`config.mk`:
```
export PLATFORM = sky130hd
export DESIGN_NAME = cpc_command_handler
export DESIGN_NICKNAME = d
export VERILOG_FILES = /design/src/rtl/cpc_pkg.sv /design/src/rtl/cpc_command_handler.sv
export SDC_FILE = /design/constraint.sdc
export NUM_CORES = 1
export LEC_CHECK = 0
export ABC_AREA = 1
export ABC_CLOCK_PERIOD_IN_PS = 13700
export BUFFER_PORTS_ARGS = -buffer_cell sky130_fd_sc_hd__buf_2
export CORE_MARGIN = 8
export CORE_UTILIZATION = 60
export DETAILED_ROUTE_END_ITERATION = 8
export PLACE_DENSITY = 0.8
export RECOVER_POWER = 100
export SLEW_MARGIN = 20
export SYNTH_ARGS = -nofsm -noshare
export SYNTH_HDL_FRONTEND = slang
export SYNTH_SLANG_ARGS = --single-unit
```
`constraint.sdc`:
```
create_clock -name clk -period 13.7 [get_ports clk]
set_clock_uncertainty 0.15 [all_clocks]
set_input_delay 0.685 -clock clk [delete_from_list [all_inputs] [get_ports clk]]
set_output_delay 0.685 -clock clk [all_outputs]
set_load 0.02 [all_outputs]
```
`src/rtl/cpc_pkg.sv`:
```
// Constants and types shared by the camera parameter command handler.
package cpc_pkg;
   // -----------------------------------------------------------------
   // Framing bytes
   // -----------------------------------------------------------------
   localparam logic [7:0] CPC_START_BYTE = 8'h02;
   localparam logic [7:0] CPC_END_BYTE = 8'h03;
   localparam logic [7:0] CPC_ACK_BYTE = 8'h06;
   localparam logic [7:0] CPC_NAK_BYTE = 8'h15;
   // -----------------------------------------------------------------
   // Command identifiers and payload lengths
   // -----------------------------------------------------------------
   localparam logic [7:0] CPC_ID_OUTPUT_MODE = 8'hC0;
   localparam logic [7:0] CPC_ID_EXPOSURE_MODE = 8'hA0;
   localparam logic [7:0] CPC_ID_TIMER1 = 8'hA6;
   localparam logic [6:0] CPC_LEN_MODE = 7'h01;
   localparam logic [6:0] CPC_LEN_TIMER1 = 7'h03;
   // -----------------------------------------------------------------
   // Mode codes
   // -----------------------------------------------------------------
   localparam logic [7:0] CPC_OUT_SINGLE8 = 8'h00;
   localparam logic [7:0] CPC_OUT_DUAL8 = 8'h01;
   localparam logic [7:0] CPC_OUT_SINGLE10 = 8'h02;
   localparam logic [7:0] CPC_OUT_DUAL10 = 8'h03;
   localparam logic [7:0] CPC_EXP_FREE_PROG = 8'h00;
   localparam logic [7:0] CPC_EXP_TRIG_LEVEL = 8'h04;
   localparam logic [7:0] CPC_EXP_TRIG_PROG = 8'h05;
   // -----------------------------------------------------------------
   // Values after reset
   // -----------------------------------------------------------------
   localparam logic [7:0] CPC_OUT_MODE_RST = 8'h00;
   localparam logic [7:0] CPC_EXP_MODE_RST = 8'h00;
   localparam logic [23:0] CPC_TIMER1_RST = 24'h0003E8;
   // -----------------------------------------------------------------
   // Reply buffer: acknowledge plus the longest response frame
   // -----------------------------------------------------------------
   localparam int CPC_TX_DEPTH = 9;
   localparam logic [3:0] CPC_TX_ACK_ONLY = 4'h1;
   localparam logic [3:0] CPC_TX_MODE_LEN = 4'h7;
   localparam logic [3:0] CPC_TX_TIMER_LEN = 4'h9;

   typedef struct packed
   {
      logic [7:0] outputMode;
      logic [7:0] exposureMode;
      logic [23:0] timer1;
   } cpc_param_type;

   typedef enum logic [2:0]
   {
      CPC_ST_IDLE,
      CPC_ST_ID,
      CPC_ST_FLAG,
      CPC_ST_DATA,
      CPC_ST_CHECK,
      CPC_ST_END,
      CPC_ST_SEND
   } cpc_state_type;
endpackage

```
`src/rtl/cpc_command_handler.sv`:
```
// Parameter command interpreter for the camera serial command link.
// Notes on behaviour
// - Output mode parameter is read and written under identifier C0, one byte.
// - Output mode codes 00..03: single/dual channel, 8 or 10 bit.
// - Exposure mode parameter is read and written under identifier A0, one byte.
// - Exposure codes 00 free-run, 04 trigger level, 05 trigger programmable.
// - First exposure timer is read and written under identifier A6, three bytes.
// - Timer bytes travel low byte first, then middle, then high.
// - Timer sets exposure only in free-run or trigger programmable mode.
// - Reads carry flag 1, no payload; answer has flag 0 and payload.
// - Descriptor is identifier byte, then read flag bit, then 7-bit length.
// - Frame is start 02, descriptor, payload, XOR check byte, end 03.
// - Device replies 06 when order, check byte and length agree, else 15.
// - Written values are stored without range or code checks.
module cpc_command_handler
(
   // Clock and reset
   input wire logic clk,
   input wire logic rst_b,
   // Received byte stream from the link
   input wire logic [7:0] rxByte,
   input wire logic rxValid,
   output logic rxReady,
   // Transmitted byte stream to the link
   output logic [7:0] txByte,
   output logic txValid,
   input wire logic txReady,
   // Parameter values and their decoded meaning
   output cpc_pkg::cpc_param_type param,
   output logic dualChannel,
   output logic tenBit,
   output logic externalLineTrigger,
   output logic levelControlled,
   output logic timer1Use
);
   // -----------------------------------------------------------------
   // Reset release
   // -----------------------------------------------------------------
   logic rstMeta_q;
   logic rstSync_q;
   always_ff @(posedge clk or negedge rst_b)
   begin
      if (!rst_b)
      begin
         rstMeta_q <= 1'b0;
         rstSync_q <= 1'b0;
      end
      else
      begin
         rstMeta_q <= 1'b1;
         rstSync_q <= rstMeta_q;
      end
   end

   // -----------------------------------------------------------------
   // Frame reception
   // -----------------------------------------------------------------
   cpc_pkg::cpc_state_type state_q;
   logic [7:0] cmdId_q;
   logic readFlag_q;
   logic [6:0] len_q;
   logic [6:0] cnt_q;
   logic [7:0] bcc_q;
   logic [7:0] rxBcc_q;
   logic [23:0] payload_q;
   logic [3:0] txLen_q;
   logic [3:0] txIdx_q;
   logic [7:0] txBuf_q [0:cpc_pkg::CPC_TX_DEPTH-1];
   cpc_pkg::cpc_param_type param_q;
   logic rxTake;
   logic txTake;
   logic frameGood;
   logic knownLen;
   logic [23:0] readValue;
   logic [7:0] respBcc;

   assign rxReady = (state_q != cpc_pkg::CPC_ST_SEND);
   assign rxTake = rxValid && rxReady;
   assign txValid = (state_q == cpc_pkg::CPC_ST_SEND);
   assign txTake = txValid && txReady;
   assign txByte = txBuf_q[txIdx_q];
   // A long frame hits the end check early, so order and length
   // errors both surface as a missing end byte here.
   assign frameGood = (rxByte == cpc_pkg::CPC_END_BYTE)
      && (rxBcc_q == bcc_q);

   always_ff @(posedge clk or negedge rstSync_q)
   begin
      if (!rstSync_q)
      begin
         state_q <= cpc_pkg::CPC_ST_IDLE;
         cmdId_q <= 8'h00;
         readFlag_q <= 1'b0;
         len_q <= 7'h00;
         cnt_q <= 7'h00;
         bcc_q <= 8'h00;
         rxBcc_q <= 8'h00;
         payload_q <= 24'h000000;
      end
      else
      begin
         unique case (state_q)
            cpc_pkg::CPC_ST_IDLE:
               if (rxTake && rxByte == cpc_pkg::CPC_START_BYTE)
               begin
                  state_q <= cpc_pkg::CPC_ST_ID;
                  cnt_q <= 7'h00;
                  payload_q <= 24'h000000;
               end
            cpc_pkg::CPC_ST_ID:
               if (rxTake)
               begin
                  cmdId_q <= rxByte;
                  bcc_q <= rxByte;
                  state_q <= cpc_pkg::CPC_ST_FLAG;
               end
            cpc_pkg::CPC_ST_FLAG:
               if (rxTake)
               begin
                  readFlag_q <= rxByte[7];
                  len_q <= rxByte[6:0];
                  bcc_q <= bcc_q ^ rxByte;
                  // Reads carry no payload whatever the length says.
                  if (!rxByte[7] && rxByte[6:0] != 7'h00)
                     state_q <= cpc_pkg::CPC_ST_DATA;
                  else
                     state_q <= cpc_pkg::CPC_ST_CHECK;
               end
            cpc_pkg::CPC_ST_DATA:
               if (rxTake)
               begin
                  if (cnt_q < 7'h03)
                     payload_q[cnt_q[1:0]*8 +: 8] <= rxByte;
                  bcc_q <= bcc_q ^ rxByte;
                  cnt_q <= cnt_q + 7'h01;
                  if (cnt_q == len_q - 7'h01)
                     state_q <= cpc_pkg::CPC_ST_CHECK;
               end
            cpc_pkg::CPC_ST_CHECK:
               if (rxTake)
               begin
                  rxBcc_q <= rxByte;
                  state_q <= cpc_pkg::CPC_ST_END;
               end
            cpc_pkg::CPC_ST_END:
               if (rxTake)
                  state_q <= cpc_pkg::CPC_ST_SEND;
            cpc_pkg::CPC_ST_SEND:
               if (txTake && txIdx_q == txLen_q - 4'h1)
                  state_q <= cpc_pkg::CPC_ST_IDLE;
         endcase
      end
   end

   // -----------------------------------------------------------------
   // Command decode
   // -----------------------------------------------------------------
   always_comb
   begin
      knownLen = 1'b0;
      readValue = 24'h000000;
      unique case (cmdId_q)
         cpc_pkg::CPC_ID_OUTPUT_MODE:
         begin
            knownLen = (len_q == cpc_pkg::CPC_LEN_MODE);
            readValue = {16'h0000, param_q.outputMode};
         end
         cpc_pkg::CPC_ID_EXPOSURE_MODE:
         begin
            knownLen = (len_q == cpc_pkg::CPC_LEN_MODE);
            readValue = {16'h0000, param_q.exposureMode};
         end
         cpc_pkg::CPC_ID_TIMER1:
         begin
            knownLen = (len_q == cpc_pkg::CPC_LEN_TIMER1);
            readValue = param_q.timer1;
         end
         default:
         begin
            knownLen = 1'b0;
            readValue = 24'h000000;
         end
      endcase
      respBcc = cmdId_q ^ {1'b0, len_q} ^ readValue[7:0]
         ^ readValue[15:8] ^ readValue[23:16];
   end

   // -----------------------------------------------------------------
   // Parameter storage
   // -----------------------------------------------------------------
   // Values go in unchecked, so an illegal code is stored and read back.
   always_ff @(posedge clk or negedge rstSync_q)
   begin
      if (!rstSync_q)
      begin
         param_q.outputMode <= cpc_pkg::CPC_OUT_MODE_RST;
         param_q.exposureMode <= cpc_pkg::CPC_EXP_MODE_RST;
         param_q.timer1 <= cpc_pkg::CPC_TIMER1_RST;
      end
      else if (state_q == cpc_pkg::CPC_ST_END && rxTake && frameGood
         && !readFlag_q && knownLen)
      begin
         if (cmdId_q == cpc_pkg::CPC_ID_OUTPUT_MODE)
            param_q.outputMode <= payload_q[7:0];
         if (cmdId_q == cpc_pkg::CPC_ID_EXPOSURE_MODE)
            param_q.exposureMode <= payload_q[7:0];
         if (cmdId_q == cpc_pkg::CPC_ID_TIMER1)
            param_q.timer1 <= payload_q;
      end
   end

   // -----------------------------------------------------------------
   // Reply assembly and transmission
   // -----------------------------------------------------------------
   always_ff @(posedge clk or negedge rstSync_q)
   begin
      if (!rstSync_q)
      begin
         txLen_q <= 4'h0;
         txIdx_q <= 4'h0;
         for (int i = 0; i < cpc_pkg::CPC_TX_DEPTH; i++)
            txBuf_q[i] <= 8'h00;
      end
      else if (state_q == cpc_pkg::CPC_ST_END && rxTake)
      begin
         txIdx_q <= 4'h0;
         txLen_q <= cpc_pkg::CPC_TX_ACK_ONLY;
         txBuf_q[0] <= frameGood ? cpc_pkg::CPC_ACK_BYTE
            : cpc_pkg::CPC_NAK_BYTE;
         // Unknown reads are acknowledged but get no frame.
         if (frameGood && readFlag_q && knownLen)
         begin
            txBuf_q[1] <= cpc_pkg::CPC_START_BYTE;
            txBuf_q[2] <= cmdId_q;
            txBuf_q[3] <= {1'b0, len_q};
            txBuf_q[4] <= readValue[7:0];
            if (len_q == cpc_pkg::CPC_LEN_TIMER1)
            begin
               txBuf_q[5] <= readValue[15:8];
               txBuf_q[6] <= readValue[23:16];
               txBuf_q[7] <= respBcc;
               txBuf_q[8] <= cpc_pkg::CPC_END_BYTE;
               txLen_q <= cpc_pkg::CPC_TX_TIMER_LEN;
            end
            else
            begin
               txBuf_q[5] <= respBcc;
               txBuf_q[6] <= cpc_pkg::CPC_END_BYTE;
               txLen_q <= cpc_pkg::CPC_TX_MODE_LEN;
            end
         end
      end
      else if (txTake)
         txIdx_q <= txIdx_q + 4'h1;
   end

   // -----------------------------------------------------------------
   // Mode decode
   // -----------------------------------------------------------------
   always_ff @(posedge clk or negedge rstSync_q)
   begin
      if (!rstSync_q)
      begin
         dualChannel <= 1'b0;
         tenBit <= 1'b0;
         externalLineTrigger <= 1'b0;
         levelControlled <= 1'b0;
         timer1Use <= 1'b0;
      end
      else
      begin
         dualChannel <= (param_q.outputMode == cpc_pkg::CPC_OUT_DUAL8)
            || (param_q.outputMode == cpc_pkg::CPC_OUT_DUAL10);
         tenBit <= (param_q.outputMode == cpc_pkg::CPC_OUT_SINGLE10)
            || (param_q.outputMode == cpc_pkg::CPC_OUT_DUAL10);
         externalLineTrigger <=
            (param_q.exposureMode == cpc_pkg::CPC_EXP_TRIG_LEVEL)
            || (param_q.exposureMode == cpc_pkg::CPC_EXP_TRIG_PROG);
         levelControlled <=
            (param_q.exposureMode == cpc_pkg::CPC_EXP_TRIG_LEVEL);
         timer1Use <=
            (param_q.exposureMode == cpc_pkg::CPC_EXP_FREE_PROG)
            || (param_q.exposureMode == cpc_pkg::CPC_EXP_TRIG_PROG);
      end
   end

   assign param = param_q;

   logic endTake;
   assign endTake = (state_q == cpc_pkg::CPC_ST_END) && rxTake;
endmodule

```
==> out/qor.txt <==
status -> finished with violations
failing checks -> max-capacitance violations, max-slew violations
FF+latch count, synth -> 171
Clk pin slew, worst setup/hold paths -> 70 ps
Worst R2R Path Depth -> 2
CP Capture Type -> async pin
slowest stage delay, CP -> 2520 ps
Final Slew Violations -> 263
first-pass GRT wire length -> 39.52 mm
max cap viols -> 6
Total Nets Final -> 1281
storage element area -> 4287 sq um
I/O pin total -> 67
Slew @ Worst Pin -> 3379 ps
Die Height -> 138.7 um
Crit-path slowest cell -> clkbuf_1
Final Wtd Congestion -> 0.9503
Crit path required time -> 13330 ps
Residual DRC -> 0
total negative slack -> 0 ps
Total Die Area -> 19240 sq um
Clock Path Buffers -> 2
Syn-to-layout area delta -> 9.101%
final hold vios -> 0
CTS H-tree lvls -> 4
initial antenna violation count -> 0
Syn. warnings -> 0
most used cell, CP -> clkbuf_1
RSZ-0062 raised after global routing -> no
worst skew pair latency -> 440 ps
VDD IR max -> 0.1043 mV
initial core utilization -> 60.31%
Multi-input gate area -> 3862 sq um
Worst R2R Start -> rstSync_q
remaining global-route overflow -> 0
wire per inst -> 16.60 um
Port Buf Inserts -> 66
hold_ws -> 221.0 ps
CP endpoint -> txIdx_q[0]
leakage -> 4.803 nW
Final period util -> 53.44%
number of global-route vias before repair -> 7797
Via density -> 5.632
worst path arrival time -> 6950 ps
CTS tree -> done
post-CTS sizing -> 0
Root Buffer -> clkbuf_16
Hold WC Path Type -> flip-flop to flip-flop
Final min period -> 7321 ps
drt first-iter violations -> 837
net count after synthesis -> 1240
Avg Inst Size Synth -> 7.428 sq um
Placeable Area -> 14980 sq um
Final HPWL DP -> 17.29 mm
Startpoint Class -> flip-flop
power density cells -> 179.2 nW/um^2
synthesized instance count -> 1216
Worst setup startpoint -> rstSync_q
fill cell count -> 1311
Overall Global Routing Usage -> 25.35%
mapped cell area -> 9032 sq um
Netlist cell types -> 42
R2R Setup Slk -> 6380 ps
clk sinks -> 171
First-pass DRT Iterations -> 5
Routed WL -> 24.20 mm
number of diodes -> 0
antenna-violating nets left -> 0
Vias -> 8212
Seq/Total Area, Yosys -> 47.46%
share of layout cells above drive strength 1 -> 4.646%
crit path cell chain -> clkbuf_1, clkbuf_1
largest net degree at the start of global routing -> 65
Slew headroom -> -125.3%
reg2reg end -> txIdx_q[0]
Die Wd -> 138.7 um
row count -> 45
final setup violation count -> 0
Num CTS Buffers -> 17
kind of critical path -> flip-flop to async pin
maximum fanout along the worst path -> 64
FMAX -> 136.6 MHz
## synth_stat cells
cell,instances,share of area (%)
nand2_1,360,15
dfrtp_1,165,46
inv_1,155,6.4
o21ai_0,124,6.9
nor2_1,113,4.7
nand3_1,89,4.9
o21ai_1,28,1.6
clkbuf_1,27,1.1
nand4_1,26,1.8
a21oi_1,16,0.89
buf_2,14,0.78
ha_1,12,1.7
xnor2_1,11,1.1
nor3_1,7,0.39
dfstp_2,6,1.7
o22ai_1,6,0.42
a211oi_1,4,0.33
buf_6,4,0.50
nor4_1,4,0.28
o211ai_1,4,0.33
o21ai_2,4,0.39
xor2_1,4,0.39
buf_4,3,0.25
nand3_2,3,0.33
nand3b_1,3,0.25
or2_2,3,0.21
a21boi_0,2,0.17
a31oi_1,2,0.14
inv_2,2,0.083
nand2_2,2,0.14
nor2_2,2,0.14
a311oi_1,1,0.097
a32oi_1,1,0.097
and3_1,1,0.069
buf_1,1,0.042
clkinv_1,1,0.042
conb_1,1,0.042
nand3_4,1,0.19
nor2_8,1,0.22
o21bai_1,1,0.083
o31ai_1,1,0.083
or4_1,1,0.083
## per-stage QoR
stage | cells | util, % | instance area (sq um) | power, mW | setup WS [ps]
2_1_floorplan | 1216 | - | 9032 | 1.131 | 8443
3_3_place_gp | 1425 | 62.69 | 9389 | 1.268 | 10060
3_5_place_dp | 1425 | 62.69 | 9389 | 1.283 | 9940
4_1_cts | 1458 | 66.68 | 9987 | 1.772 | 9816
5_1_grt | 1458 | 65.80 | 9854 | 1.885 | 4886
6_report | 1458 | 65.80 | 9854 | 1.766 | 6379
## cell usage in the layout, fill, tap and decap left out, types with 2 or more instances in the layout
cell type   count
o21ai_1         3
inv_6           3
ha_1           12
o21ai_0       152
nand3_2         2
nand3_1        91
nor4_1          4
clkbuf_1       59
xnor2_1        11
nor3_1          7
or2_2           3
o22ai_1         6
o211ai_1        4
inv_1         156
nand3b_1        3
a21oi_1        16
nand2_2         2
a211oi_1        4
inv_8           6
clkbuf_16      17
dfstp_2         6
nand4_1        26
dfrtp_1       165
a21boi_0        2
xor2_1          4
clkinvlp_4      2
clkinv_2        2
buf_2          10
nand2_1       360
nor2_1        115
a31oi_1         2
## logic make-up (layout without fill, tap and decap cells)
logic type / Yosys count / after routing / share of synthesized area [%]
AOI/OAI and AO/OA: 194 / 194 / 11.44
xor gates and xnor gates: 15 / 15 / 1.454
adders and majority gates: 12 / 12 / 1.662
buffers and inverters: 207 / 261 / 9.253
DFF: 171 / 171 / 47.46
other: 1 / 1 / 0.04152
and+or+nand+nor: 616 / 616 / 28.69
## critical path: cells and delay by family (launching register included)
| family | cells | cell delay [ps] |
|---|---|---|
| buffers and inverters | 2 | 4930 |
| flip-flops | 1 | 1530 |
## timing repair
item / 4_1_cts / 5_1_grt
endpoints found under the setup margin: 0 / 0
setup buffers: 0 / 0
endpoints found under the hold margin: 2 / 0
hold buffers: 1 / 0
## state kept, by name, summed over array words and instances (netlist names), 3 cells and up
register   cells
txBuf_q       51
param         40
payload_q     24
bcc_q          8
cmdId_q        8
rxBcc_q        8
cnt_q          7
len_q          7
txIdx_q        4
state_q        3
txLen_q        3
## layout make-up
type,count,area share [%]
sequential,171,43.50
tap,188,2.387
inverter,158,6.018
multi-input combinational,838,39.19
timing repair buffer,71,2.933
clock buffer,18,4.457
clock inverter,14,1.511
## routing by layer
| layer | GRT usage (%) | part of all wire (%) |
|---|---|---|
| met3 | 4.303 | 6.0 |
| met4 | 10.05 | 2.7 |
| met2 | 41.08 | 47 |
| met1 | 33.36 | 44 |
| met5 | 0 | 0 |
## how the worst min path moves through the flow
| stage | cells after the start | endpoint | slack [ps] | startpoint |
|---|---|---|---|---|
| 6_report | 0 | rstSync_q | 220 | rstMeta_q |
| 5_1_grt | 0 | rstSync_q | 230 | rstMeta_q |
| 4_1_cts | 0 | payload_q[0] | 210 | rstSync_q |
| 3_5_place_dp | 0 | payload_q[0] | 200 | rstSync_q |
| 3_3_place_gp | 0 | payload_q[0] | 190 | rstSync_q |
| 2_1_floorplan | 0 | rstSync_q | 180 | rstMeta_q |
## where the power goes
part           total, mW  switching [mW]  internal, mW
Combinational      0.596           0.402         0.195
Clock              0.485           0.222         0.263
Sequential         0.684           0.112         0.572
No activity file was read; power rests on OpenSTA's default activity.
